**config.mk**
```make
export PLATFORM = sky130hd
export DESIGN_NAME = titq_top
export DESIGN_NICKNAME = d
export VERILOG_FILES = /design/src/include/titq_pkg.sv /design/src/hdl/titq_top.sv /design/src/hdl/titq_counter.sv
export SDC_FILE = /design/constraint.sdc
export NUM_CORES = 1
export LEC_CHECK = 0
export BUFFER_PORTS_ARGS = -buffer_cell sky130_fd_sc_hd__buf_2
export CORE_MARGIN = 3
export CORE_UTILIZATION = 35
export DETAILED_ROUTE_END_ITERATION = 10
export RECOVER_POWER = 50
export SYNTH_ARGS = -nofsm -noshare
export SYNTH_HDL_FRONTEND = slang
export SYNTH_SLANG_ARGS = --single-unit
```
**constraint.sdc**
```tcl
create_clock -name REF_CLK_I -period 6.7 [get_ports REF_CLK_I]
set_input_delay 0 -clock REF_CLK_I [delete_from_list [all_inputs] [get_ports REF_CLK_I]]
set_output_delay 0 -clock REF_CLK_I [all_outputs]
set_load 0.01 [all_outputs]
```
**src/include/titq_pkg.sv**
```systemverilog
package titq_pkg;

   ////////////////////////////////////////////////////////////////////////////
   // clocking and timer input rates
   localparam int unsigned REF_PERIOD_NS = 100;
   localparam int unsigned FAST_IN_PERIOD_NS = 813;
   localparam int unsigned SLOW_IN_PERIOD_NS = 6500;
   // a rate: round down so the tick is never slower than printed
   localparam int unsigned FAST_DIV = FAST_IN_PERIOD_NS / REF_PERIOD_NS;
   localparam int unsigned SLOW_DIV = SLOW_IN_PERIOD_NS / REF_PERIOD_NS;
   localparam int unsigned DIV_W = 7;
   localparam logic [DIV_W-1:0] FAST_LIM = DIV_W'(FAST_DIV - 1);
   localparam logic [DIV_W-1:0] SLOW_LIM = DIV_W'(SLOW_DIV - 1);
   localparam logic [DIV_W-1:0] DIV_ZERO = 7'h00;

   ////////////////////////////////////////////////////////////////////////////
   // widths and register map
   localparam int unsigned NUM_CNT = 3;
   localparam int unsigned CNT_W = 16;
   localparam int unsigned DAT_W = 8;
   localparam int unsigned ST_W = 5;
   localparam logic [3:0] ADR_CNT0 = 4'h0;
   localparam logic [3:0] ADR_CNT1 = 4'h1;
   localparam logic [3:0] ADR_CNT2 = 4'h2;
   localparam logic [3:0] ADR_CTRL = 4'h3;
   localparam logic [3:0] ADR_STAT = 4'h4;
   localparam logic [3:0] ADR_MASK = 4'h5;
   localparam logic [3:0] ADR_JMP = 4'h6;
   localparam logic [3:0] ADR_LIVE = 4'h7;
   // control word fields
   localparam int unsigned CW_SEL_LO = 6;
   localparam int unsigned CW_MODE_LO = 1;
   localparam int unsigned CW_BCD = 0;
   // jumper register fields
   localparam int unsigned JMP_RT1 = 0;
   localparam int unsigned JMP_RT2 = 1;
   localparam int unsigned JMP_IQ1 = 2;
   localparam int unsigned JMP_IQ2 = 3;
   localparam int unsigned JMP_EVT_LO = 4;
   localparam int unsigned JMP_SLOW = 7;
   // status fields
   localparam int unsigned ST_RX = 3;
   localparam int unsigned ST_TX = 4;
   localparam logic [DAT_W-1:0] BYTE_ZERO = 8'h00;
   localparam logic [CNT_W-1:0] CNT_ZERO = 16'h0000;
   localparam logic [CNT_W-1:0] CNT_ONE = 16'h0001;

   typedef enum logic [5:0] {
      MD_TCINT = 6'b000001,
      MD_ONESHOT = 6'b000010,
      MD_RATE = 6'b000100,
      MD_SQUARE = 6'b001000,
      MD_SWSTB = 6'b010000,
      MD_HWSTB = 6'b100000
   } titq_mode_t;

   typedef struct packed {
      titq_mode_t mode;
      logic bcd;
   } titq_cfg_t;

   typedef struct packed {
      logic [CNT_W-1:0] count;
      logic out;
      logic tc;
   } titq_cst_t;

   // one step down, binary or four bcd digits; zero wraps to full scale
   function automatic logic [CNT_W-1:0] cnt_dec(input logic [CNT_W-1:0] v, input logic bcd);
      logic [CNT_W-1:0] r;
      logic borrow;
      r = v - CNT_ONE;
      borrow = 1'b1;
      if (bcd) begin
         r = v;
         for (int i = 0; i < 4; i++) begin
            if (borrow) begin
               if (v[i*4+:4] == 4'h0) begin
                  r[i*4+:4] = 4'h9;
               end else begin
                  r[i*4+:4] = v[i*4+:4] - 4'h1;
                  borrow = 1'b0;
               end
            end
         end
      end
      return r;
   endfunction

   // loaded value as a plain number of ticks; zero means full scale
   function automatic logic [16:0] to_bin(input logic [CNT_W-1:0] v, input logic bcd);
      logic [16:0] r;
      r = {1'b0, v};
      if (bcd) begin
         r = 17'(v[3:0]) + 17'(v[7:4]) * 17'h0_000A + 17'(v[11:8]) * 17'h0_0064
             + 17'(v[15:12]) * 17'h0_03E8;
         if (v == CNT_ZERO) r = 17'h0_2710;
      end else if (v == CNT_ZERO) begin
         r = 17'h1_0000;
      end
      return r;
   endfunction

endpackage

```
**src/hdl/titq_top.sv**
```systemverilog
// The register offsets and the address-and-strobe port are this design's own decisions.
module titq_top
   import titq_pkg::*;
(
   // clock and reset
   input wire logic REF_CLK_I,
   input wire logic RST_I,
   // register port
   input wire logic [3:0] ADDR_I,
   input wire logic [DAT_W-1:0] WDATA_I,
   input wire logic WR_I,
   input wire logic RD_I,
   output logic [DAT_W-1:0] RDATA_O,
   // timer pins
   input wire logic [NUM_CNT-1:0] GATE_I,
   input wire logic [NUM_CNT-1:0] EVT_CLK_I,
   // serial buffer status
   input wire logic SER_RX_FULL_I,
   input wire logic SER_TX_EMPTY_I,
   // timer outputs
   output logic BAUD_CLK_O,
   output logic TMR1_OUT_O,
   output logic TMR2_OUT_O,
   // interrupt requests
   output logic SER_RX_IRQ_O,
   output logic SER_TX_IRQ_O,
   output logic TMR1_IRQ_O,
   output logic TMR2_IRQ_O,
   output logic IRQ_O
);

   localparam int unsigned IN_W = 2 * NUM_CNT + 2;
   localparam int unsigned IN_EVT = NUM_CNT;
   localparam int unsigned IN_RX = 2 * NUM_CNT;
   localparam int unsigned IN_TX = 2 * NUM_CNT + 1;

   function automatic logic is_cnt(input logic [3:0] a);
      return (a == ADR_CNT0) || (a == ADR_CNT1) || (a == ADR_CNT2);
   endfunction

   function automatic titq_mode_t mode_of(input logic [2:0] c);
      titq_mode_t m;
      case (c)
         3'h1: m = MD_ONESHOT;
         3'h2: m = MD_RATE;
         3'h3: m = MD_SQUARE;
         3'h4: m = MD_SWSTB;
         3'h5: m = MD_HWSTB;
         default: m = MD_TCINT;
      endcase
      return m;
   endfunction

   ////////////////////////////////////////////////////////////////////////////
   // input synchronisers: a change counts once stages two and three agree
   logic [IN_W-1:0] in_raw, s1_q, s2_q, s3_q, filt_q, filt_d, rise_q;

   assign in_raw = {SER_TX_EMPTY_I, SER_RX_FULL_I, EVT_CLK_I, GATE_I};
   assign filt_d = (s2_q & s3_q) | (filt_q & (s2_q ^ s3_q));

   always_ff @(posedge REF_CLK_I) begin
      if (RST_I) begin
         s1_q <= '0;
         s2_q <= '0;
         s3_q <= '0;
         filt_q <= '0;
         rise_q <= '0;
      end else begin
         s1_q <= in_raw;
         s2_q <= s1_q;
         s3_q <= s2_q;
         filt_q <= filt_d;
         rise_q <= filt_d & ~filt_q;
      end
   end

   ////////////////////////////////////////////////////////////////////////////
   // registers
   logic [DAT_W-1:0] jmp_q, rdata_q;
   logic [ST_W-1:0] stat_q, mask_q, stat_set;
   logic [NUM_CNT-1:0] wr_hi_q, rd_hi_q, cfg_wr_q, load_q, tick;
   logic [DAT_W-1:0] lsb_q [NUM_CNT];
   logic [DAT_W-1:0] hold_q [NUM_CNT];
   logic [CNT_W-1:0] load_val_q [NUM_CNT];
   titq_cfg_t cfg_bus_q;
   titq_cst_t cst [NUM_CNT];
   logic [1:0] widx, ridx, csel;
   logic wr_cnt, rd_cnt, wr_ctl;

   assign widx = ADDR_I[1:0];
   assign ridx = ADDR_I[1:0];
   assign csel = WDATA_I[CW_SEL_LO+:2];
   assign wr_cnt = WR_I && is_cnt(ADDR_I);
   assign rd_cnt = RD_I && is_cnt(ADDR_I);
   assign wr_ctl = WR_I && (ADDR_I == ADR_CTRL) && (csel != 2'h3);

   always_ff @(posedge REF_CLK_I) begin
      if (RST_I) begin
         jmp_q <= BYTE_ZERO;
         mask_q <= '0;
      end else if (WR_I && ADDR_I == ADR_JMP) begin
         jmp_q <= WDATA_I;
      end else if (WR_I && ADDR_I == ADR_MASK) begin
         mask_q <= WDATA_I[ST_W-1:0];
      end
   end

   // two byte load: low then high; high completes the load
   always_ff @(posedge REF_CLK_I) begin
      if (RST_I) begin
         wr_hi_q <= '0;
         load_q <= '0;
         cfg_wr_q <= '0;
         cfg_bus_q <= '{mode: MD_TCINT, bcd: 1'b0};
         for (int i = 0; i < NUM_CNT; i++) begin
            lsb_q[i] <= BYTE_ZERO;
            load_val_q[i] <= CNT_ZERO;
         end
      end else begin
         load_q <= '0;
         cfg_wr_q <= '0;
         if (wr_cnt) begin
            wr_hi_q[widx] <= !wr_hi_q[widx];
            if (!wr_hi_q[widx]) begin
               lsb_q[widx] <= WDATA_I;
            end else begin
               load_q[widx] <= 1'b1;
               load_val_q[widx] <= {WDATA_I, lsb_q[widx]};
            end
         end else if (wr_ctl) begin
            wr_hi_q[csel] <= 1'b0;
            cfg_wr_q[csel] <= 1'b1;
            cfg_bus_q <= '{mode: mode_of(WDATA_I[CW_MODE_LO+:3]), bcd: WDATA_I[CW_BCD]};
         end
      end
   end

   // live read: low byte snapshots the high byte so the pair never tears
   always_ff @(posedge REF_CLK_I) begin
      if (RST_I) begin
         rd_hi_q <= '0;
         for (int i = 0; i < NUM_CNT; i++) hold_q[i] <= BYTE_ZERO;
      end else if (rd_cnt) begin
         rd_hi_q[ridx] <= !rd_hi_q[ridx];
         if (!rd_hi_q[ridx]) hold_q[ridx] <= cst[ridx].count[CNT_W-1:DAT_W];
      end else if (wr_ctl) begin
         rd_hi_q[csel] <= 1'b0;
      end
   end

   always_ff @(posedge REF_CLK_I) begin
      if (RST_I) begin
         rdata_q <= BYTE_ZERO;
      end else begin
         rdata_q <= BYTE_ZERO;
         if (rd_cnt) begin
            rdata_q <= rd_hi_q[ridx] ? hold_q[ridx] : cst[ridx].count[DAT_W-1:0];
         end else if (RD_I) begin
            unique case (ADDR_I)
               ADR_STAT: rdata_q <= DAT_W'(stat_q);
               ADR_MASK: rdata_q <= DAT_W'(mask_q);
               ADR_JMP: rdata_q <= jmp_q;
               ADR_LIVE: rdata_q <= DAT_W'({filt_q[IN_TX], filt_q[IN_RX],
                                            cst[2].out, cst[1].out, cst[0].out});
               default: rdata_q <= BYTE_ZERO;
            endcase
         end
      end
   end

   ////////////////////////////////////////////////////////////////////////////
   // sticky status, cleared by reading it; a new event wins over the clear
   assign stat_set = {rise_q[IN_TX], rise_q[IN_RX], cst[2].tc, cst[1].tc, cst[0].tc};

   always_ff @(posedge REF_CLK_I) begin
      if (RST_I) stat_q <= '0;
      else if (RD_I && ADDR_I == ADR_STAT) stat_q <= stat_set;
      else stat_q <= stat_q | stat_set;
   end

   ////////////////////////////////////////////////////////////////////////////
   // internal timer input clock
   logic [DIV_W-1:0] div_q;
   logic int_tick_q;

   always_ff @(posedge REF_CLK_I) begin
      if (RST_I) begin
         div_q <= DIV_ZERO;
         int_tick_q <= 1'b0;
      end else if (div_q >= (jmp_q[JMP_SLOW] ? SLOW_LIM : FAST_LIM)) begin
         div_q <= DIV_ZERO;
         int_tick_q <= 1'b1;
      end else begin
         div_q <= div_q + 7'h01;
         int_tick_q <= 1'b0;
      end
   end

   ////////////////////////////////////////////////////////////////////////////
   // the three counters
   for (genvar g = 0; g < NUM_CNT; g++) begin : g_cnt
      // jumper picks the external event edge instead of the internal tick
      assign tick[g] = jmp_q[JMP_EVT_LO + g] ? rise_q[IN_EVT + g] : int_tick_q;
      titq_counter u_cnt (
         .clk_i(REF_CLK_I),
         .rst_i(RST_I),
         .tick_i(tick[g]),
         .gate_i(filt_q[g]),
         .gate_rise_i(rise_q[g]),
         .cfg_wr_i(cfg_wr_q[g]),
         .cfg_i(cfg_bus_q),
         .load_i(load_q[g]),
         .load_val_i(load_val_q[g]),
         .st_o(cst[g])
      );
   end

   ////////////////////////////////////////////////////////////////////////////
   // registered outputs; a jumper left off holds its line low
   always_ff @(posedge REF_CLK_I) begin
      if (RST_I) begin
         BAUD_CLK_O <= 1'b0;
         TMR1_OUT_O <= 1'b0;
         TMR2_OUT_O <= 1'b0;
         SER_RX_IRQ_O <= 1'b0;
         SER_TX_IRQ_O <= 1'b0;
         TMR1_IRQ_O <= 1'b0;
         TMR2_IRQ_O <= 1'b0;
         IRQ_O <= 1'b0;
      end else begin
         BAUD_CLK_O <= cst[0].out;
         TMR1_OUT_O <= jmp_q[JMP_RT1] && cst[1].out;
         TMR2_OUT_O <= jmp_q[JMP_RT2] && cst[2].out;
         SER_RX_IRQ_O <= filt_q[IN_RX];
         SER_TX_IRQ_O <= filt_q[IN_TX];
         TMR1_IRQ_O <= jmp_q[JMP_IQ1] && cst[1].out;
         TMR2_IRQ_O <= jmp_q[JMP_IQ2] && cst[2].out;
         IRQ_O <= |(stat_q & mask_q);
      end
   end

   assign RDATA_O = rdata_q;
endmodule // titq_top

```
**src/hdl/titq_counter.sv**
```systemverilog
module titq_counter
   import titq_pkg::*;
(
   // clock and reset
   input wire logic clk_i,
   input wire logic rst_i,
   // counting inputs
   input wire logic tick_i,
   input wire logic gate_i,
   input wire logic gate_rise_i,
   // programming
   input wire logic cfg_wr_i,
   input titq_cfg_t cfg_i,
   input wire logic load_i,
   input wire logic [CNT_W-1:0] load_val_i,
   // state
   output titq_cst_t st_o
);

   titq_cfg_t cfg_q;
   logic [CNT_W-1:0] reload_q, cnt_q, nxt;
   logic out_q, tc_q, run_q, at_one, trig_mode, gate_ok;
   logic [16:0] ph_q, ph_inc, nbin;

   assign nxt = cnt_dec(cnt_q, cfg_q.bcd);
   assign at_one = (cnt_q == CNT_ONE);
   assign nbin = to_bin(reload_q, cfg_q.bcd);
   assign ph_inc = ph_q + 17'h0_0001;
   assign trig_mode = (cfg_q.mode == MD_ONESHOT) || (cfg_q.mode == MD_HWSTB);
   // triggered functions run off the edge, not the gate level
   assign gate_ok = gate_i || trig_mode;
   assign st_o = '{count: cnt_q, out: out_q, tc: tc_q};

   always_ff @(posedge clk_i) begin
      if (rst_i) cfg_q <= '{mode: MD_TCINT, bcd: 1'b0};
      else if (cfg_wr_i) cfg_q <= cfg_i;
   end

   always_ff @(posedge clk_i) begin
      if (rst_i) reload_q <= CNT_ZERO;
      else if (load_i) reload_q <= load_val_i;
   end

   ////////////////////////////////////////////////////////////////////////////
   always_ff @(posedge clk_i) begin
      if (rst_i) begin
         cnt_q <= CNT_ZERO;
         out_q <= 1'b1;
         run_q <= 1'b0;
         tc_q <= 1'b0;
         ph_q <= 17'h0_0000;
      end else begin
         tc_q <= 1'b0;
         if (cfg_wr_i) begin
            run_q <= 1'b0;
            out_q <= (cfg_i.mode != MD_TCINT);
         end else if (load_i) begin
            cnt_q <= load_val_i;
            ph_q <= 17'h0_0000;
            if (cfg_q.mode == MD_TCINT) begin
               out_q <= 1'b0;
               run_q <= 1'b1;
            end else if (!trig_mode) begin
               out_q <= 1'b1;
               run_q <= 1'b1;
            end
         end else if (gate_rise_i && trig_mode) begin
            cnt_q <= reload_q;
            run_q <= 1'b1;
            out_q <= (cfg_q.mode != MD_ONESHOT);
         end else if (!gate_i && (cfg_q.mode == MD_RATE || cfg_q.mode == MD_SQUARE)) begin
            out_q <= 1'b1;
         end else if (tick_i && run_q && gate_ok) begin
            unique case (cfg_q.mode)
               MD_TCINT: begin
                  cnt_q <= nxt;
                  if (at_one) begin
                     out_q <= 1'b1;
                     tc_q <= 1'b1;
                  end
               end
               MD_ONESHOT: begin
                  cnt_q <= nxt;
                  if (at_one) begin
                     out_q <= 1'b1;
                     tc_q <= 1'b1;
                     run_q <= 1'b0;
                  end
               end
               MD_RATE: begin
                  if (at_one) begin
                     cnt_q <= reload_q;
                     out_q <= 1'b1;
                  end else begin
                     cnt_q <= nxt;
                     if (nxt == CNT_ONE) begin
                        out_q <= 1'b0;
                        tc_q <= 1'b1;
                     end
                  end
               end
               MD_SQUARE: begin
                  if (at_one) begin
                     cnt_q <= reload_q;
                     ph_q <= 17'h0_0000;
                     out_q <= 1'b1;
                     tc_q <= 1'b1;
                  end else begin
                     cnt_q <= nxt;
                     ph_q <= ph_inc;
                     // odd counts give the extra tick to the high half
                     out_q <= ({ph_inc, 1'b0} < {1'b0, nbin});
                  end
               end
               MD_SWSTB, MD_HWSTB: begin
                  if (!out_q) begin
                     out_q <= 1'b1;
                     run_q <= 1'b0;
                  end else begin
                     cnt_q <= nxt;
                     if (at_one) begin
                        out_q <= 1'b0;
                        tc_q <= 1'b1;
                     end
                  end
               end
            endcase
         end
      end
   end
endmodule // titq_counter

```
---- Word level (Yosys, flattened, before mapping) ----
Memory sizes are Yosys's and may differ from the RTL's.
Cells that the tools add are included.
word-level totals
  flip-flop bits (word level) ............. 278
  bits of input ports ..................... 24
  memories kept ........................... 3
  word-level logic and storage cells ...... 532
  output and inout bits ................... 16
  bits in read-only memories .............. 0
  latch bits .............................. 0
  memory bits (writable) .................. 96
cells by class
  reductions and logical operators ........ 113
  multipliers ............................. 9
  equality and inequality tests ........... 71
  muxes and demuxes ....................... 228
  bitwise logic cells ..................... 22
  add/sub/neg operators ................... 28
  divide/modulo/power cells ............... 0
  order comparisons ....................... 9
  shift operators ......................... 0
memory list
  name        words  bits a word  read ports  clocked after memory_dff  wr ports  RTL line        source
  load_val_q  3      16           3           0                         3         titq_top.sv:84  logic [CNT_W-1:0] load_val_q [NUM_CNT];
  hold_q      3      8            1           0                         3         titq_top.sv:83  logic [DAT_W-1:0] hold_q [NUM_CNT];
  lsb_q       3      8            1           0                         3         titq_top.sv:82  logic [DAT_W-1:0] lsb_q [NUM_CNT];
operators by type and width
  kind                     number
  $mux W17                 27
  $mux W16                 22
  $pmux W16 S3             3
  $mux W1                  121
  $eq A16 B1 Y1 const B    6
  $mux W4                  21
  $lt A18 B17 Y1           3
  $logic_not A4 Y1         13
  $add A17 B1 Y17 const B  3
  $add A17 B11 Y17         3
  $add A17 B14 Y17         3
  $logic_not A16 Y1        3
  $sub A16 B1 Y16 const B  3
  $sub A4 B1 Y4 const B    12
  $mux W8                  5
  $bmux W18 S2             1
  $mux W18                 2
  $mul A4 B7 Y11 const B   3
  $pmux W8 S4              1
  $pmux W6 S5              1
  $add A4 B8 Y9            3
  $mul A4 B5 Y9 const B    3
  $reduce_or A2 Y1         13
  $logic_and A1 B1 Y1      25
  other kinds (62)         180

---- Logic depth before layout (Yosys ltp) ----
  word-level depth ........................ 18
  depth in mapped cells ................... 27
  depth with buffers taken out ............ 27

---- Cells and area by module ----
From an unflattened synthesis, not the netlist that was laid out.
second synthesis, totals
  cells, all modules ...................... 2864
  area total of the unflattened synthesis .. 26012.4 um^2
modules (own cells, without submodules)
  module                         area each (um^2)  cells each  instances  seq. area each (um^2)
  titq_top                       8554.5            680         1          5385.2
  titq_counter (g_cnt[1].u_cnt)  5878.1            733         1          1181.1
  titq_counter (g_cnt[2].u_cnt)  5806.8            723         1          1181.1
  titq_counter (g_cnt[0].u_cnt)  5773.0            728         1          1181.1

---- Worst setup path after synthesis ----
OpenSTA, ideal clock, no wires.
  path kind ............................... flip-flop to flip-flop
  start point ............................. register g_cnt[2].u_cnt.reload_q[14]
  end point ............................... register g_cnt[2].u_cnt.out_q
  setup time .............................. 0.072 ns
  arrival ................................. 5.264 ns
  path slack .............................. 1.364 ns
  data required time ...................... 6.628 ns
  stages on the path, launching flop included .. 26
  path buffers ............................ 0
  clock period less this slack ............ 5.336 ns
  path through ............................ dfxtp_1 -> fa_1 -> inv_1 -> fa_1 -> inv_1 -> ha_1 -> xor2_1 -> fa_1 -> inv_1 -> ha_1 -> or2_2 -> nand2_1 -> a21oi_1 -> or4_1 -> o2111ai_1 -> xnor2_1 -> o22ai_1 -> ha_1 -> a21oi_1 -> o21a_1 -> o211ai_1 -> o21ai_0 -> a311oi_1 -> a211oi_1 -> nor2_1 -> mux2i_1
on the way
  word-level cells in the longest chain between the ends .. 12
  elaborated cells on any way between the ends .. 14
  those cells by class .................... add/sub (1); mul (1); order compare (1); mux (10); reduce/logical (1)
RTL lines
  what                    RTL line             source
  start, declared         titq_counter.sv:21   logic [CNT_W-1:0] reload_q, cnt_q, nxt;
  start signal, assigned  titq_counter.sv:41   else if (load_i) reload_q <= load_val_i;
  $mul A4 B7 Y11          titq_pkg.sv:96       + 17'(v[15:12]) * 17'h0_03E8;
  $add A17 B14 Y17        titq_pkg.sv:96
  $mux W17                titq_pkg.sv:97       if (v == CNT_ZERO) r = 17'h0_2710;
  $mux W17 (*)            titq_pkg.sv:94       if (bcd) begin
  $lt A18 B17 Y1 (*)      titq_counter.sv:112  out_q <= ({ph_inc, 1'b0} < {1'b0, nbin});
  $mux W1 (*)             titq_counter.sv:103  if (at_one) begin
  $pmux W1 S4 (*)         titq_counter.sv:74   unique case (cfg_q.mode)
  $mux W1 (*)             titq_counter.sv:73   end else if (tick_i && run_q && gate_ok) begin
  $mux W1 (*)             titq_counter.sv:71   end else if (!gate_i && (cfg_q.mode == MD_RATE || cfg_q.mode == MD_SQUARE)) begin
  $mux W1 (*)             titq_counter.sv:67   end else if (gate_rise_i && trig_mode) begin
  $mux W1 (*)             titq_counter.sv:57   end else if (load_i) begin
  $mux W1 (*)             titq_counter.sv:54   if (cfg_wr_i) begin
  end signal, assigned    titq_counter.sv:56   out_q <= (cfg_i.mode != MD_TCINT);
  end signal, assigned    titq_counter.sv:70   out_q <= (cfg_q.mode != MD_ONESHOT);
  end signal, assigned    titq_counter.sv:112
  end, declared           titq_counter.sv:22   logic out_q, tc_q, run_q, at_one, trig_mode, gate_ok;
Mark *: on every way between the ends. The rest lies on a longest branch, timed or not. The select of a mux whose other input is x is not followed.
A chain may end at the register's enable or synchronous reset.

---- Worst setup path after layout ----
Same ends and word-level chain as after synthesis.

==> key figures <==
Detailed routing
  – Avg WL per Cell: 17.3 microns
  – Vias per inst: 5.28
  – Vias: 20329
  – Antenna viol nets, final: 0
  – DR iter-0 viols: 1622
  – Iteration count of the initial detailed-routing pass: 6
  – Routed wire length: 66700 microns
  – Post-route DRC: 0

CTS
  – Post-CTS sizing: 0
  – Postcts setup bufs: 0
  – # clock sinks: 390
  – Max Buffers Root-to-Sink: 3
  – CTS H-tree depth: 2
  – CTS tree: done
  – Cts bufs inserted: 46
  – CTS root buf: clkbuf_16
  – Clock Pin Slew Worst Setup and Hold Paths: 0.06 ns
  – Hold buffers post-CTS: 22
  – Clk_lat worst skew: 0.59 ns

Logic synthesis
  – Mapped Cells: 2865
  – Flops & latches, synth: 390
  – Number of synthesized flops with an enable pin: 112
  – Register area share after synthesis: 35.0%
  – Library cells used by synthesis: 81
  – Cells taking the most area after synthesis: dfxtp_1 22%, edfxtp_1 13%, ha_1 10%, nor2_1 4.9%, fa_1 4.0%
  – Mapped Area: 0.0255 sq mm
  – Ys Warns: 0
  – Synth async-reset ratio: 0%
  – Cell type with the largest total area after synthesis: dfxtp_1
  – Avg Cell Area, Syn: 8.92 sq um
  – Yosys top cell area share: 21.8%
  – Dominant synthesized flop cell: dfxtp_1

Power
  – Power Dens Cells: 182 mW/mm^2
  – VDD IR max: 216 uV
  – Switching Share: 22.7%
  – Logic pwr share: 3.3%
  – Clock Power Share: 48.5%
  – Flop pwr share: 48.2%
  – Pwr Total: 5.15 mW
  – Switch Pwr: 1.17 mW
  – Cell Int Power: 3.98 mW
  – Leak: 11.6 nW

Worst setup path
  – CP peak stage delay: 0.64 ns
  – Worst path slowest cell: fa_1
  – Worst EP arrival: 6.50 ns
  – CP Capture Type: flip-flop
  – Critical Setup Path Class: reg -> reg
  – Critical path fanouts, max: 8
  – CP required: 7.20 ns
  – Startpoint types: flip-flop

STA
  – Min Clock Period, post-route: 6.00 ns
  – Worst Setup Slack, final: 0.702 ns
  – Clk_skew: 0.0278 ns
  – Slew @ Worst Pin: 5.03 ns
  – Pins Over Slew Limit: 190
  – Final period util: 89.5%
  – Hold_ws: 0.159 ns
  – Endpoints failing hold: 0
  – Slew headroom: -235%
  – Setup violators final: 0
  – TNS Setup: 0 ns
  – Max Fclk: 167 MHz
  – Unrepaired setup endpoints after global routing: no

Die
  – Die width: 276 microns
  – Starting Density: 35.6%
  – Die Y: 276 microns
  – Row cnt: 98
  – Core ar.: 0.0719 sq mm
  – I/O Pins: 40
  – Die Footprint: 0.0763 sq mm

Flow run
  – Max-cap violations: 3

Hold path
  – Hold Crit Class: in -> reg

Run status
  – Failing checks: max-capacitance violations, max-slew violations
  – Run status: finished with violations

Global route
  – Global-route wire length before repair: 107000 microns
  – Largest net degree at the start of global routing: 113
  – Initial antenna violation count: 1
  – GR Util All Layers: 17.0%
  – GRT overflow: 0
  – Vias in the first global route: 19188

Cells and area
  – Commonest non-fill, non-tap cells in the layout: 331 x nor2_1, 277 x dfxtp_1, 206 x ha_1, 200 x a21oi_1
  – ANT cells: 0
  – Commonest non-fill, non-tap cell in the layout: nor2_1
  – Synth-to-layout area growth: 10.7%
  – Multi-input gate area: 0.0154 sq mm
  – Share of layout cells above drive strength 1: 6.73%
  – Reg area: 0.00893 sq mm
  – Fillers: 7356
  – Nets: 3143

Placement
  – PortBufs: 39
  – Detailed Place HPWL: 48100 microns
  – Final Wtd Congestion: 0.868
  – Place WS: 0.742 ns
==> area by class of cell <==
cell class	count	share of cell area [%]
multi-input cells	2154	54.5
inverters	182	2.42
flip-flops and latches	390	31.6
clock buffers	59	4.35
well taps	950	4.20
repair buffers	88	2.02
clock inverters	26	0.947
==> power by group through the flow <==
stage	Combinational, mW	Sequential, mW	Clock [mW]
6_report	0.171	2.48	2.50
4_1_cts	0.173	2.48	2.56
3_3_place_gp	0.163	2.53	0
5_1_grt	0.186	2.49	2.65
3_5_place_dp	0.163	2.53	0
2_1_floorplan	0.108	2.53	0
==> worst max-delay path, delay by kind of cell, from the launching register on <==
kind,cells,cell delay [ns]
AOI/OAI and AO/OA,9,1.43
xor gates and xnor gates,2,0.28
adders and majority gates,6,2.62
buffers and inverters,3,0.16
DFF,1,0.41
muxes,1,0.18
and+or+nand+nor,4,0.85
==> cell usage after synthesis (20+ instances only) <==
cell and number:
a211oi_1 22, a21o_1 34, a21oi_1 201, a22oi_1 43, a31oi_1 28, and2_1 76, and3_1 35, clkbuf_1 126
dfxtp_1 278, edfxtp_1 112, fa_1 51, ha_1 206, inv_1 182, mux2i_1 81, mux4_2 21, nand2_1 182
nand2b_1 39, nand3_1 56, nand3b_1 20, nand4_1 25, nor2_1 332, nor2b_1 57, nor3_1 54, nor4_1 25
o21ai_0 119, xnor2_1 85, xor2_1 51
==> stage by stage <==
| step | area (sq um) | utilization, % | cells |
|---|---|---|---|
| after CTS | 28300 | 39.4 | 3849 |
| after detailed placement | 26600 | 37.0 | 3742 |
| final | 28300 | 39.3 | 3849 |
| after global placement | 26600 | 37.0 | 3742 |
| after global routing | 28300 | 39.3 | 3849 |
| after floorplan | 25600 | - | 2880 |
==> registers in the layout, indices dropped and copies added, names as in the netlist, 5 cells and up <==
name,cells
filt_q,8
RDATA_O,8
jmp_q,8
g_cnt.u_cnt.cfg_q,21
div_q,7
lsb_q,32
stat_q,5
hold_q,32
rise_q,8
g_cnt.u_cnt.cnt_q,48
g_cnt.u_cnt.ph_q,51
load_val_q,48
mask_q,5
cfg_bus_q,7
g_cnt.u_cnt.reload_q,48
s2_q,8
s3_q,8
s1_q,8
==> cell families after synthesis <==
group	Yosys count	share of synthesized area, %
AO/OA/AOI/OAI	623	15.7
XOR/XNOR	136	4.66
adder cells (fa/ha/maj)	257	14.1
buffers and inverters	336	5.02
flip-flops	390	35.0
multiplexers	117	5.69
other	1	0.0147
AND/OR/NAND/NOR	1005	19.9
==> final timing paths <==
path	from	to	slack (ns)	cells past startpoint
setup / recovery	g_cnt[2].u_cnt.reload_q[14]	g_cnt[2].u_cnt.out_q	0.70	25
hold / removal	SER_RX_FULL_I	s1_q[6]	0.16	3
setup reg to reg	g_cnt[2].u_cnt.reload_q[14]	g_cnt[2].u_cnt.out_q	0.70	25
hold reg to reg	filt_q[3]	rise_q[3]	0.42	1
==> metal layers <==
layer	vias up	wire (microns)	GRT usage [%]
li1	10148	-	-
met1	9627	33000	25.2
met2	474	29000	26.2
met3	80	3360	2.28
met4	0	1390	4.10
met5	-	0	0
Power figures use the tool's default switching activity.
